## config.mk

```make
export PLATFORM = sky130hd
export DESIGN_NAME = prioritized_interrupt_controller
export DESIGN_NICKNAME = d
export VERILOG_FILES = /design/src/verilog/intc_pkg.sv /design/src/verilog/prioritized_interrupt_controller.sv /design/src/verilog/sense_detect.sv
export SDC_FILE = /design/constraint.sdc
export NUM_CORES = 1
export LEC_CHECK = 0
export BUFFER_PORTS_ARGS = -buffer_cell sky130_fd_sc_hd__buf_2
export CELL_PAD_IN_SITES_DETAIL_PLACEMENT = 0
export CELL_PAD_IN_SITES_GLOBAL_PLACEMENT = 1
export CORE_MARGIN = 2
export CORE_UTILIZATION = 25
export DETAILED_ROUTE_END_ITERATION = 10
export GPL_TIMING_DRIVEN = 0
export HOLD_SLACK_MARGIN = 0.08
export MAX_ROUTING_LAYER = met4
export PLACE_DENSITY_LB_ADDON = 0.1
export SYNTH_ARGS = -nofsm -noshare
export SYNTH_HDL_FRONTEND = slang
export SYNTH_HIERARCHICAL = 1
export SYNTH_SLANG_ARGS = --single-unit
```

## constraint.sdc

```tcl
create_clock -name pclk -period 37.9 [get_ports pclk]
set_clock_uncertainty 0.15 [all_clocks]
set_input_delay 7.58 -clock pclk [delete_from_list [all_inputs] [get_ports pclk]]
set_output_delay 7.58 -clock pclk [all_outputs]
set_load 0.01 [all_outputs]
```

## src/verilog/intc_pkg.sv

```systemverilog
// Shared constants for the prioritized interrupt controller: map, fields, codes and vectors.
package intc_pkg;

   ////////////////////////////////////////////////////////////////////////////
   // Source counts and widths.
   localparam int NUM_IRQ = 6;
   localparam int NUM_MOD = 16;
   localparam int NUM_SRC = NUM_IRQ + NUM_MOD;
   localparam int NUM_PRI_REG = 11;
   localparam int SRC_IDX_W = 5;
   localparam int PRI_W = 3;
   localparam int SENSE_W = 2;
   localparam int MODE_W = 2;
   localparam int VEC_W = 8;
   localparam int LEVEL_W = 4;
   localparam int ADDR_W = 12;
   localparam int DATA_W = 32;
   localparam int STATUS_W = NUM_IRQ + 1;

   ////////////////////////////////////////////////////////////////////////////
   // Register byte offsets.
   localparam logic [ADDR_W-1:0] OFS_SYS_CTRL = 12'h000;
   localparam logic [ADDR_W-1:0] OFS_SENSE = 12'h004;
   localparam logic [ADDR_W-1:0] OFS_ENABLE = 12'h008;
   localparam logic [ADDR_W-1:0] OFS_STATUS = 12'h00C;
   localparam logic [ADDR_W-1:0] OFS_EVT_MASK = 12'h010;
   localparam logic [ADDR_W-1:0] OFS_XFER_SEL = 12'h014;
   localparam logic [ADDR_W-1:0] OFS_VEC_VIEW = 12'h018;
   localparam logic [ADDR_W-1:0] OFS_PRI_BASE = 12'h020;
   localparam int PRI_STRIDE_SHIFT = 2;

   ////////////////////////////////////////////////////////////////////////////
   // Field positions and reset values.
   localparam int SYS_MODE_LSB = 4;
   localparam int SYS_NMI_EDGE_BIT = 3;
   localparam int MODE_HI_BIT = 1;
   localparam int PRI_LOWER_LSB = 0;
   localparam int PRI_UPPER_LSB = 4;
   localparam int STATUS_NMI_BIT = 6;
   localparam int VIEW_REQ_BIT = 8;
   localparam logic [PRI_W-1:0] PRI_RESET = 3'h7;
   localparam logic [MODE_W-1:0] MODE_ZERO = 2'h0;
   localparam logic [MODE_W-1:0] MODE_TWO = 2'h2;

   ////////////////////////////////////////////////////////////////////////////
   // Sense codes.
   localparam logic [SENSE_W-1:0] SENSE_LOW = 2'h0;
   localparam logic [SENSE_W-1:0] SENSE_FALL = 2'h1;
   localparam logic [SENSE_W-1:0] SENSE_RISE = 2'h2;
   localparam logic [SENSE_W-1:0] SENSE_BOTH = 2'h3;

   ////////////////////////////////////////////////////////////////////////////
   // Vector numbers and the nonmaskable level.
   localparam logic [VEC_W-1:0] VEC_NMI = 8'h07;
   localparam logic [VEC_W-1:0] VEC_IRQ_BASE = 8'h10;
   localparam logic [VEC_W-1:0] VEC_MOD_BASE = 8'h18;
   localparam logic [LEVEL_W-1:0] NMI_LEVEL = 4'h8;

endpackage : intc_pkg

```

## src/verilog/prioritized_interrupt_controller.sv

```systemverilog
// Interrupt controller with priorities, sense control, transfer routing and an APB register file.
//
// The APB slave port and the placing of the registers were chosen for this implementation.

// Function
// RL1: Two control modes, chosen by a two-bit field in the system control register.
// RL2: Nonmaskable interrupt ranks at level 8 and is always accepted.
// RL3: Every source has its own distinct vector number.
// RL4: Nonmaskable input detects rising or falling edge, selected by configuration.
// RL5: Six external inputs each detect falling, rising, both edges, or low level.
// RL6: A request can start the data transfer unit instead of interrupting the CPU.
// RL7: Eleven priority registers, two 3-bit fields each at 6:4 and 2:0, reset to 7.
// RL8: Field value is the level directly, 000 lowest, 111 highest.
// RL9: Bits 7 and 3 of priority registers read as zero.
// RL10: Enable bits 0 to 5 gate external requests; reset to 0.
// RL11: Software writes only zeros to enable register bits 6 and 7.
// RL12: Sense code 00 low level, 01 falling, 10 rising, 11 both edges.
// RL13: Each input's status flag sets when its chosen trigger occurs.
// RL14: Highest priority pending request wins; ties go to the lower source number.
module prioritized_interrupt_controller (
   // Clock and reset.
   input wire logic pclk,
   input wire logic presetn,
   // APB slave.
   input wire logic psel,
   input wire logic penable,
   input wire logic pwrite,
   input wire logic [intc_pkg::ADDR_W-1:0] paddr,
   input wire logic [intc_pkg::DATA_W-1:0] pwdata,
   output logic [intc_pkg::DATA_W-1:0] prdata,
   output logic pready,
   output logic pslverr,
   // Interrupt pins and on-chip module requests.
   input wire logic nmi_pin,
   input wire logic [intc_pkg::NUM_IRQ-1:0] irq_pin_n,
   input wire logic [intc_pkg::NUM_MOD-1:0] module_req,
   // CPU side.
   input wire logic cpu_ibit,
   input wire logic [intc_pkg::PRI_W-1:0] cpu_mask_level,
   input wire logic cpu_ack,
   output logic cpu_req,
   output logic [intc_pkg::VEC_W-1:0] cpu_vector,
   output logic [intc_pkg::LEVEL_W-1:0] cpu_level,
   // Data transfer unit side.
   input wire logic xfer_ack,
   output logic xfer_req,
   output logic [intc_pkg::VEC_W-1:0] xfer_vector,
   // Event interrupt.
   output logic irq
);
   import intc_pkg::*;

   ////////////////////////////////////////////////////////////////////////////
   // Helpers.

   // Highest priority requester; strict compare keeps the lowest index on ties.
   function automatic logic [SRC_IDX_W:0] pick_source(input logic [NUM_SRC-1:0] req,
                                                       input logic [NUM_SRC*PRI_W-1:0] pri);
      logic found;
      logic [SRC_IDX_W-1:0] idx;
      logic [PRI_W-1:0] best;
      found = 1'b0;
      idx = '0;
      best = '0;
      for (int s = 0; s < NUM_SRC; s++) begin
         if (req[s] && (!found || pri[s*PRI_W +: PRI_W] > best)) begin // RL14 RL8
            found = 1'b1;
            idx = SRC_IDX_W'(s);
            best = pri[s*PRI_W +: PRI_W];
         end
      end
      return {found, idx};
   endfunction : pick_source

   // Vector number of a source: external pins first, then module requests.
   function automatic logic [VEC_W-1:0] vector_of(input logic [SRC_IDX_W-1:0] s);
      if (s < SRC_IDX_W'(NUM_IRQ)) begin
         return VEC_IRQ_BASE + VEC_W'(s); // RL3
      end
      return VEC_MOD_BASE + VEC_W'(s - SRC_IDX_W'(NUM_IRQ)); // RL3
   endfunction : vector_of

   ////////////////////////////////////////////////////////////////////////////
   // State.

   logic [MODE_W-1:0] mode_q, mode_d;
   logic nmi_rise_q, nmi_rise_d;
   logic [NUM_IRQ*SENSE_W-1:0] sense_q, sense_d;
   logic [NUM_IRQ-1:0] enable_q, enable_d;
   logic [NUM_IRQ-1:0] flag_q, flag_d;
   logic nmi_flag_q, nmi_flag_d;
   logic [STATUS_W-1:0] evt_mask_q, evt_mask_d;
   logic [NUM_SRC-1:0] xfer_sel_q, xfer_sel_d;
   logic [NUM_SRC*PRI_W-1:0] pri_q, pri_d;
   logic cpu_req_q, cpu_req_d;
   logic cpu_nmi_q, cpu_nmi_d;
   logic [SRC_IDX_W-1:0] cpu_src_q, cpu_src_d;
   logic [VEC_W-1:0] cpu_vec_q, cpu_vec_d;
   logic [LEVEL_W-1:0] cpu_lvl_q, cpu_lvl_d;
   logic xfer_req_q, xfer_req_d;
   logic [SRC_IDX_W-1:0] xfer_src_q, xfer_src_d;
   logic [VEC_W-1:0] xfer_vec_q, xfer_vec_d;
   logic irq_q, irq_d;
   logic [DATA_W-1:0] prdata_q, prdata_d;
   logic pready_q, pready_d;
   logic pslverr_q, pslverr_d;

   logic [NUM_IRQ-1:0] irq_hit;
   logic nmi_hit;
   logic [NUM_SRC-1:0] pend;
   logic [SRC_IDX_W:0] cpu_pick;
   logic [SRC_IDX_W:0] xfer_pick;
   logic [PRI_W-1:0] cpu_best;
   logic cpu_accept;
   logic [STATUS_W-1:0] status_now;
   logic wr_go;
   logic [STATUS_W-1:0] w1c;
   logic hit_map;
   logic pri_hit;
   logic [ADDR_W-1:0] pri_ofs;
   logic [PRI_STRIDE_SHIFT+3:0] pri_idx_raw;
   int pri_idx;

   ////////////////////////////////////////////////////////////////////////////
   // Trigger detection.

   // One detector per external pin, each with its own sense code.
   for (genvar i = 0; i < NUM_IRQ; i++) begin : g_irq
      sense_detect #(.IDLE_LEVEL(1'b1)) u_det (
         .pclk(pclk),
         .presetn(presetn),
         .pin(irq_pin_n[i]),
         .sense(sense_q[i*SENSE_W +: SENSE_W]), // RL5 RL12
         .hit(irq_hit[i])
      );
   end

   // Nonmaskable pin uses the same detector, limited to one selected edge.
   sense_detect #(.IDLE_LEVEL(1'b1)) u_nmi_det (
      .pclk(pclk),
      .presetn(presetn),
      .pin(nmi_pin),
      .sense(nmi_rise_q ? SENSE_RISE : SENSE_FALL), // RL4
      .hit(nmi_hit)
   );

   ////////////////////////////////////////////////////////////////////////////
   // Arbitration.

   // Pending sources, split between the CPU path and the transfer path.
   always_comb begin
      pend = {module_req, flag_q & enable_q}; // RL10
      cpu_pick = pick_source(pend & ~xfer_sel_q, pri_q); // RL6
      xfer_pick = pick_source(pend & xfer_sel_q, pri_q); // RL6
      cpu_best = pri_q[cpu_pick[SRC_IDX_W-1:0]*PRI_W +: PRI_W];
      if (mode_q[MODE_HI_BIT]) begin
         cpu_accept = cpu_pick[SRC_IDX_W] && (cpu_best > cpu_mask_level); // RL1
      end else begin
         cpu_accept = cpu_pick[SRC_IDX_W] && !cpu_ibit; // RL1
      end
   end

   ////////////////////////////////////////////////////////////////////////////
   // Address decode.

   // Register hit and priority register index for the current address.
   always_comb begin
      pri_ofs = paddr - OFS_PRI_BASE;
      pri_idx_raw = pri_ofs[PRI_STRIDE_SHIFT+3+PRI_STRIDE_SHIFT:PRI_STRIDE_SHIFT];
      pri_idx = int'(pri_idx_raw);
      pri_hit = (paddr >= OFS_PRI_BASE) && (pri_ofs[PRI_STRIDE_SHIFT-1:0] == '0) &&
                (pri_ofs[ADDR_W-1:PRI_STRIDE_SHIFT+4+PRI_STRIDE_SHIFT] == '0) &&
                (pri_idx < NUM_PRI_REG);
      if (paddr == OFS_SYS_CTRL) begin
         hit_map = 1'b1;
      end else if (paddr == OFS_SENSE) begin
         hit_map = 1'b1;
      end else if (paddr == OFS_ENABLE) begin
         hit_map = 1'b1;
      end else if (paddr == OFS_STATUS) begin
         hit_map = 1'b1;
      end else if (paddr == OFS_EVT_MASK) begin
         hit_map = 1'b1;
      end else if (paddr == OFS_XFER_SEL) begin
         hit_map = 1'b1;
      end else if (paddr == OFS_VEC_VIEW) begin
         hit_map = 1'b1;
      end else begin
         hit_map = pri_hit;
      end
   end

   ////////////////////////////////////////////////////////////////////////////
   // Next state.

   // Register writes, flags, presented requests and bus answer.
   always_comb begin
      mode_d = mode_q;
      nmi_rise_d = nmi_rise_q;
      sense_d = sense_q;
      enable_d = enable_q;
      evt_mask_d = evt_mask_q;
      xfer_sel_d = xfer_sel_q;
      pri_d = pri_q;
      flag_d = flag_q;
      nmi_flag_d = nmi_flag_q;
      w1c = '0;
      wr_go = psel && penable && pready_q && pwrite;

      // Software writes take effect at the access edge.
      if (wr_go) begin
         if (paddr == OFS_SYS_CTRL) begin
            mode_d = pwdata[SYS_MODE_LSB +: MODE_W]; // RL1
            nmi_rise_d = pwdata[SYS_NMI_EDGE_BIT]; // RL4
         end else if (paddr == OFS_SENSE) begin
            sense_d = pwdata[NUM_IRQ*SENSE_W-1:0]; // RL12
         end else if (paddr == OFS_ENABLE) begin
            enable_d = pwdata[NUM_IRQ-1:0]; // RL10
         end else if (paddr == OFS_STATUS) begin
            w1c = pwdata[STATUS_W-1:0];
         end else if (paddr == OFS_EVT_MASK) begin
            evt_mask_d = pwdata[STATUS_W-1:0];
         end else if (paddr == OFS_XFER_SEL) begin
            xfer_sel_d = pwdata[NUM_SRC-1:0]; // RL6
         end else if (pri_hit) begin
            pri_d[(2*pri_idx)*PRI_W +: PRI_W] = pwdata[PRI_LOWER_LSB +: PRI_W]; // RL7
            pri_d[(2*pri_idx+1)*PRI_W +: PRI_W] = pwdata[PRI_UPPER_LSB +: PRI_W]; // RL7
         end
      end

      // Acknowledged edge sources drop their flag; a fresh trigger still wins.
      if (cpu_ack && cpu_req_q) begin
         if (cpu_nmi_q) begin
            w1c[STATUS_NMI_BIT] = 1'b1;
         end else if (cpu_src_q < SRC_IDX_W'(NUM_IRQ)) begin
            w1c[cpu_src_q[2:0]] = 1'b1;
         end
      end
      if (xfer_ack && xfer_req_q && xfer_src_q < SRC_IDX_W'(NUM_IRQ)) begin
         w1c[xfer_src_q[2:0]] = 1'b1;
      end
      flag_d = (flag_q & ~w1c[NUM_IRQ-1:0]) | irq_hit; // RL13
      nmi_flag_d = (nmi_flag_q & ~w1c[STATUS_NMI_BIT]) | nmi_hit; // RL2

      // Nonmaskable request overrides any maskable one at level 8.
      if (nmi_flag_q) begin
         cpu_req_d = 1'b1; // RL2
         cpu_nmi_d = 1'b1;
         cpu_src_d = '0;
         cpu_vec_d = VEC_NMI; // RL3
         cpu_lvl_d = NMI_LEVEL; // RL2
      end else begin
         cpu_req_d = cpu_accept; // RL14
         cpu_nmi_d = 1'b0;
         cpu_src_d = cpu_pick[SRC_IDX_W-1:0];
         cpu_vec_d = vector_of(cpu_pick[SRC_IDX_W-1:0]); // RL3
         cpu_lvl_d = LEVEL_W'(cpu_best); // RL8
      end
      xfer_req_d = xfer_pick[SRC_IDX_W]; // RL6
      xfer_src_d = xfer_pick[SRC_IDX_W-1:0];
      xfer_vec_d = vector_of(xfer_pick[SRC_IDX_W-1:0]);

      // Event interrupt from unmasked sticky flags.
      status_now = {nmi_flag_q, flag_q};
      irq_d = |(status_now & evt_mask_q);

      // Read data is captured in the setup cycle so the answer stands registered.
      pready_d = psel && !penable;
      pslverr_d = psel && !penable && !hit_map;
      prdata_d = '0;
      if (psel && !penable && !pwrite) begin
         if (paddr == OFS_SYS_CTRL) begin
            prdata_d[SYS_MODE_LSB +: MODE_W] = mode_q;
            prdata_d[SYS_NMI_EDGE_BIT] = nmi_rise_q;
         end else if (paddr == OFS_SENSE) begin
            prdata_d[NUM_IRQ*SENSE_W-1:0] = sense_q;
         end else if (paddr == OFS_ENABLE) begin
            prdata_d[NUM_IRQ-1:0] = enable_q;
         end else if (paddr == OFS_STATUS) begin
            prdata_d[STATUS_W-1:0] = status_now;
         end else if (paddr == OFS_EVT_MASK) begin
            prdata_d[STATUS_W-1:0] = evt_mask_q;
         end else if (paddr == OFS_XFER_SEL) begin
            prdata_d[NUM_SRC-1:0] = xfer_sel_q;
         end else if (paddr == OFS_VEC_VIEW) begin
            prdata_d[VIEW_REQ_BIT] = cpu_req_q;
            prdata_d[VEC_W-1:0] = cpu_vec_q;
         end else if (pri_hit) begin
            prdata_d[PRI_LOWER_LSB +: PRI_W] = pri_q[(2*pri_idx)*PRI_W +: PRI_W]; // RL9
            prdata_d[PRI_UPPER_LSB +: PRI_W] = pri_q[(2*pri_idx+1)*PRI_W +: PRI_W]; // RL9
         end
      end
   end

   ////////////////////////////////////////////////////////////////////////////
   // Registers.

   // All state registered on every edge; reset gives mode 0 and priority 7.
   always_ff @(posedge pclk or negedge presetn) begin
      if (!presetn) begin
         mode_q <= MODE_ZERO; // RL1
         nmi_rise_q <= 1'b0;
         sense_q <= '0;
         enable_q <= '0; // RL10
         flag_q <= '0;
         nmi_flag_q <= 1'b0;
         evt_mask_q <= '0;
         xfer_sel_q <= '0;
         pri_q <= {NUM_SRC{PRI_RESET}}; // RL7
         cpu_req_q <= 1'b0;
         cpu_nmi_q <= 1'b0;
         cpu_src_q <= '0;
         cpu_vec_q <= '0;
         cpu_lvl_q <= '0;
         xfer_req_q <= 1'b0;
         xfer_src_q <= '0;
         xfer_vec_q <= '0;
         irq_q <= 1'b0;
         prdata_q <= '0;
         pready_q <= 1'b0;
         pslverr_q <= 1'b0;
      end else begin
         mode_q <= mode_d;
         nmi_rise_q <= nmi_rise_d;
         sense_q <= sense_d;
         enable_q <= enable_d;
         flag_q <= flag_d;
         nmi_flag_q <= nmi_flag_d;
         evt_mask_q <= evt_mask_d;
         xfer_sel_q <= xfer_sel_d;
         pri_q <= pri_d;
         cpu_req_q <= cpu_req_d;
         cpu_nmi_q <= cpu_nmi_d;
         cpu_src_q <= cpu_src_d;
         cpu_vec_q <= cpu_vec_d;
         cpu_lvl_q <= cpu_lvl_d;
         xfer_req_q <= xfer_req_d;
         xfer_src_q <= xfer_src_d;
         xfer_vec_q <= xfer_vec_d;
         irq_q <= irq_d;
         prdata_q <= prdata_d;
         pready_q <= pready_d;
         pslverr_q <= pslverr_d;
      end
   end

   // Outputs straight from flip-flops.
   assign prdata = prdata_q;
   assign pready = pready_q;
   assign pslverr = pslverr_q;
   assign cpu_req = cpu_req_q;
   assign cpu_vector = cpu_vec_q;
   assign cpu_level = cpu_lvl_q;
   assign xfer_req = xfer_req_q;
   assign xfer_vector = xfer_vec_q;
   assign irq = irq_q;

endmodule : prioritized_interrupt_controller

```

## src/verilog/sense_detect.sv

```systemverilog
// Trigger detector for one interrupt pin: low level, falling, rising or both edges.
module sense_detect #(
   parameter logic IDLE_LEVEL = 1'b1
) (
   // Clock and reset.
   input wire logic pclk,
   input wire logic presetn,
   // Pin and selection.
   input wire logic pin,
   input wire logic [intc_pkg::SENSE_W-1:0] sense,
   output logic hit
);
   import intc_pkg::*;

   logic prev_q;
   logic prev_d;

   // Previous pin level for edge detection.
   always_comb begin
      prev_d = pin;
   end

   // Register the previous level; it starts at the idle level so reset makes no edge.
   always_ff @(posedge pclk or negedge presetn) begin
      if (!presetn) begin
         prev_q <= IDLE_LEVEL;
      end else begin
         prev_q <= prev_d;
      end
   end

   // Trigger condition chosen by the sense code.
   always_comb begin
      case (sense)
         SENSE_LOW: hit = ~pin;
         SENSE_FALL: hit = prev_q & ~pin;
         SENSE_RISE: hit = ~prev_q & pin;
         default: hit = prev_q ^ pin;
      endcase
   end

endmodule : sense_detect

```

==> metrics.md <==
| Metric | Value |
|---|---|
| Synth top area cells | dfrtp_1 16%, dfstp_2 11%, ha_1 11% |
| Initial core utilization | 0.253 |
| Cell Count, Final, Fillers Out | about 3.2k |
| Dpl cells | between 3k and 4k |
| Gr ovfl total | 0 |
| Clk pwr share | 0.205 |
| Slew Limit Fails | 0 |
| CP max stage cell | dfrtp_1 |
| 1st-iter DRT viols | 1364 |
| Worst hold path type | reg -> reg |
| WL met2 | between 30000 and 40000 µm |
| CP Launch Type | flip-flop |
| Cell Area, Synth | between 0.015 and 0.02 mm² |
| Area delta synth->final | 14.4% |
| Most frequent cell after synthesis | nand2_1 |
| All-Layer GR Usage | 0.240 |
| Data required time of the worst path | 38.19 ns |
| WL final | around 83000 µm |
| Multiplexer share of the synthesized area | 0.113 |
| Internal | between 0.4 and 0.5 mW |
| Switch Pwr | 0.424 mW |
| Post-synth EDFFs | 0 |
| Main flop type after synthesis | dfrtp_1 |
| I/O Buffers | 110 |
| Xor and xnor area share after synthesis | 0.00958 |
| Peak VDD IR | 44.7 µV |
| Vias per cell | approximately 5.4 |
| Clock tree from TritonCTS | yes |
| Clk Tree Root Cell | clkbuf_16 |
| Row count | 96 |
| Dpl cell area | roughly 0.019 mm² |
| H-tree depth | 4 |
| Post-CTS Hold Buffers | 0 |
| Ys async rst share | 1.00 |
| P_leak | between 8 and 9 nW |
| Die width | approximately 270 µm |
| Largest net degree at the start of global routing | a little under 100 |
| Distinct cells, synth | roughly 120 |
| I/O pin total | 135 |
| Max Cap Viol | 0 |
| Clock buffer count from CTS | 17 |
| Final Instance Area | slightly below 0.02 mm² |
| Logic pwr share | 0.565 |
| Syn. warnings | 6 |
| Post-DP HPWL | ~67000 µm |
| Post-Synth Simple-Gate Area | 0.213 |
| Share of the synthesized area in the top cell type | 0.160 |
| Final worst path period need | ~35 ns |
| Number of global-route vias before repair | about 17k |
| First-pass iteration count of the detailed router | 5 |
| Worst R2R Start | flag_q[0] |
| First-pass GRT wire length | about 120000 µm |
| Mapped Cells | between 2k and 2.5k |
| Max Freq | around 28 MHz |
| Switching portion of total power | 0.462 |
| Endpoints failing setup | 0 |
| FF+latch count, synth | 184 |
| DIE HEIGHT | between 200 and 300 µm |
| Clock-pin slew on the worst setup and hold paths | approximately 0.09 ns |
| Share of cells above drive strength 1 | 0.187 |
| Worst-Margin Slew | around 1.2 ns |
| Synth Area in Adders | 0.107 |
| Final worst-path cycle share | 0.929 |
| Final hold vios | 0 |
| DR WL/cell | about 26 µm |
| Setup crit start | flag_q[0] |
| Endpoint type of the worst setup path | flip-flop |
| Sink Count | 184 |
| Top routing layer used | met4 |
| Routed Antenna Nets | 0 |
| Initial antenna violation count | 3 |
| Vias | between 15k and 20k |
| R2R setup slack | between 2 and 3 ns |
| Area leader, netlist | dfrtp_1 |
| Most common library cells after synthesis | 233 x nand2_1, 170 x nor2_1, 151 x o21ai_0 |
| Cell mode on critical path | ha_1 |
| Met3 wire len | 3170 µm |
| Placeable core area | 0.0687 mm² |
| Critical path arrival | around 36 ns |
| GPL Wtd Cong | between 0.9 and 1 |
| R2R cell count | 168 |
| Maximum buffer depth of the clock tree | 2 |
| Crit path to | cpu_req |
| FF-to-FF End | cpu_req |
| Compound-Gate Fraction of Synth Area | 0.235 |
| Largest family of logic cells by synthesized area | compound AO/OA/AOI/OAI gates |
| Diodes inserted | 0 |
| Seq/Total Area, Yosys | 0.270 |
| Max-Slew Margin vs Limit | 0.191 |
| Seq pwr share | 0.230 |
| Fin nets | 2459 |
| Critical Path Fanout Max | 10 |
| Worst-skew pair later-pin latency | between 0.5 and 0.6 ns |
| Status | finished, final reports clean |
| Die area | roughly 0.07 mm² |
| Max stage delay on crit path | 0.52 ns |
| Metal1 wirelength | between 40000 and 50000 µm |
| Setup CP Type | reg -> reg |
| Cell Pwr Density | approximately 46 mW/mm² |
| Syn avg cell area | 8.34 µm² |
| # DRC | 0 |
[logic make-up (layout without fill, tap and decap cells)]
logic type / count (synthesis) / in the layout
flops: 184 / 184
buf+inv: 216 / 368
fa+ha+maj: 148 / 148
simple gates: 749 / 749
other cells: 1 / 12
compound gates: 608 / 608
mux: 158 / 158
xor+xnor: 19 / 19
[per-stage QoR]
stage          hold slack [ns]  setup WS [ns]  setup TNS [ns]  power, mW   util
2_1_floorplan            0.202           6.44               0      0.574      -
3_3_place_gp             0.209           1.32               0      0.715  0.278
3_5_place_dp             0.213           1.06               0      0.716  0.279
4_1_cts                  0.230          0.841               0      0.910  0.288
5_1_grt                  0.236        -0.0516         -0.0516      0.973  0.289
6_report                 0.229           2.69               0      0.918  0.289
[registers in the layout, indices dropped and copies added (netlist names), 4 cells and up]
signal              flops
cpu_src_q               5
xfer_vector             7
xfer_sel_q             22
enable_q                6
cpu_vector              7
pri_q                  66
sense_q                12
xfer_src_q              4
g_irq.u_det/prev_q      6
evt_mask_q              7
prdata                 22
cpu_level               4
flag_q                  6
[power by group through the flow]
| stage | Combinational [mW] | Sequential (mW) | Clock [mW] |
|---|---|---|---|
| 3_5_place_dp | 0.501 | 0.215 | 0 |
| 3_3_place_gp | 0.501 | 0.215 | 0 |
| 6_report | 0.519 | 0.211 | 0.188 |
| 2_1_floorplan | 0.361 | 0.213 | 0 |
| 4_1_cts | 0.505 | 0.211 | 0.195 |
| 5_1_grt | 0.561 | 0.212 | 0.201 |
[final cells by class]
type,instances,area [µm²]
plain buffers,81,402
clock buffers,18,429
clock inverters,14,135
fillers,7572,48800
inverters,135,507
multi-input cells,1694,11900
flip-flops and latches,184,4700
well taps,931,1160
repair buffers,120,653
[critical path, delay by kind of cell (launching register included)]
family          cells  cell delay (ns)
compound gates     82            16.45
simple gates       48             8.64
fa+ha+maj          22             6.00
mux                 6             2.14
buf+inv            10             1.15
flops               1             0.52
[routing by layer]
| layer | global-route usage | vias up |
|---|---|---|
| met4 | 0.0692 | 0 |
| met2 | 0.370 | 463 |
| met3 | 0.0238 | 77 |
| li1 | - | 7949 |
| met5 | - | - |
| met1 | 0.332 | 8679 |
[worst min-delay path by stage]
stage,from,endpoint,slack (ns),depth (start not counted)
final,nmi_flag_q,cpu_level[3],0.23,0
after global routing,nmi_flag_q,cpu_level[3],0.24,0
after CTS,nmi_flag_q,cpu_level[3],0.23,0
after detailed placement,nmi_flag_q,cpu_level[3],0.21,0
after global placement,nmi_flag_q,cpu_level[3],0.21,0
after floorplan,nmi_flag_q,cpu_level[3],0.20,0
[cell usage in the layout, fill, tap and decap left out, types with 13 or more instances in the layout]
cell type	netlist	layout
clkbuf_1	51	51
nand2b_1	24	24
nor2b_1	32	32
ha_1	147	147
o31ai_1	23	23
mux4_2	20	20
a21o_1	40	40
o21ai_0	151	149
nand4_1	17	17
mux2_2	77	77
and2_1	30	30
nor4_1	19	17
mux2i_1	58	57
dfrtp_1	111	111
o22ai_1	17	16
and3_1	24	24
a31oi_1	33	31
nand2_1	233	233
a22oi_1	15	15
buf_4	19	27
buf_2	2	111
a21oi_1	137	137
dfstp_2	73	73
a32oi_1	16	16
nor2_1	170	169
o21a_1	20	20
o211ai_1	15	15
nand3_1	68	68
clkbuf_16	0	17
nor3_1	55	55
a211oi_1	13	13
inv_1	132	132
[what timing repair did]
action | in CTS | in global routing
setup endpoints to repair | 0 | 14
setup buffers | 0 | 7
resized for setup | 0 | 15
(Power assumes the default switching activity.)
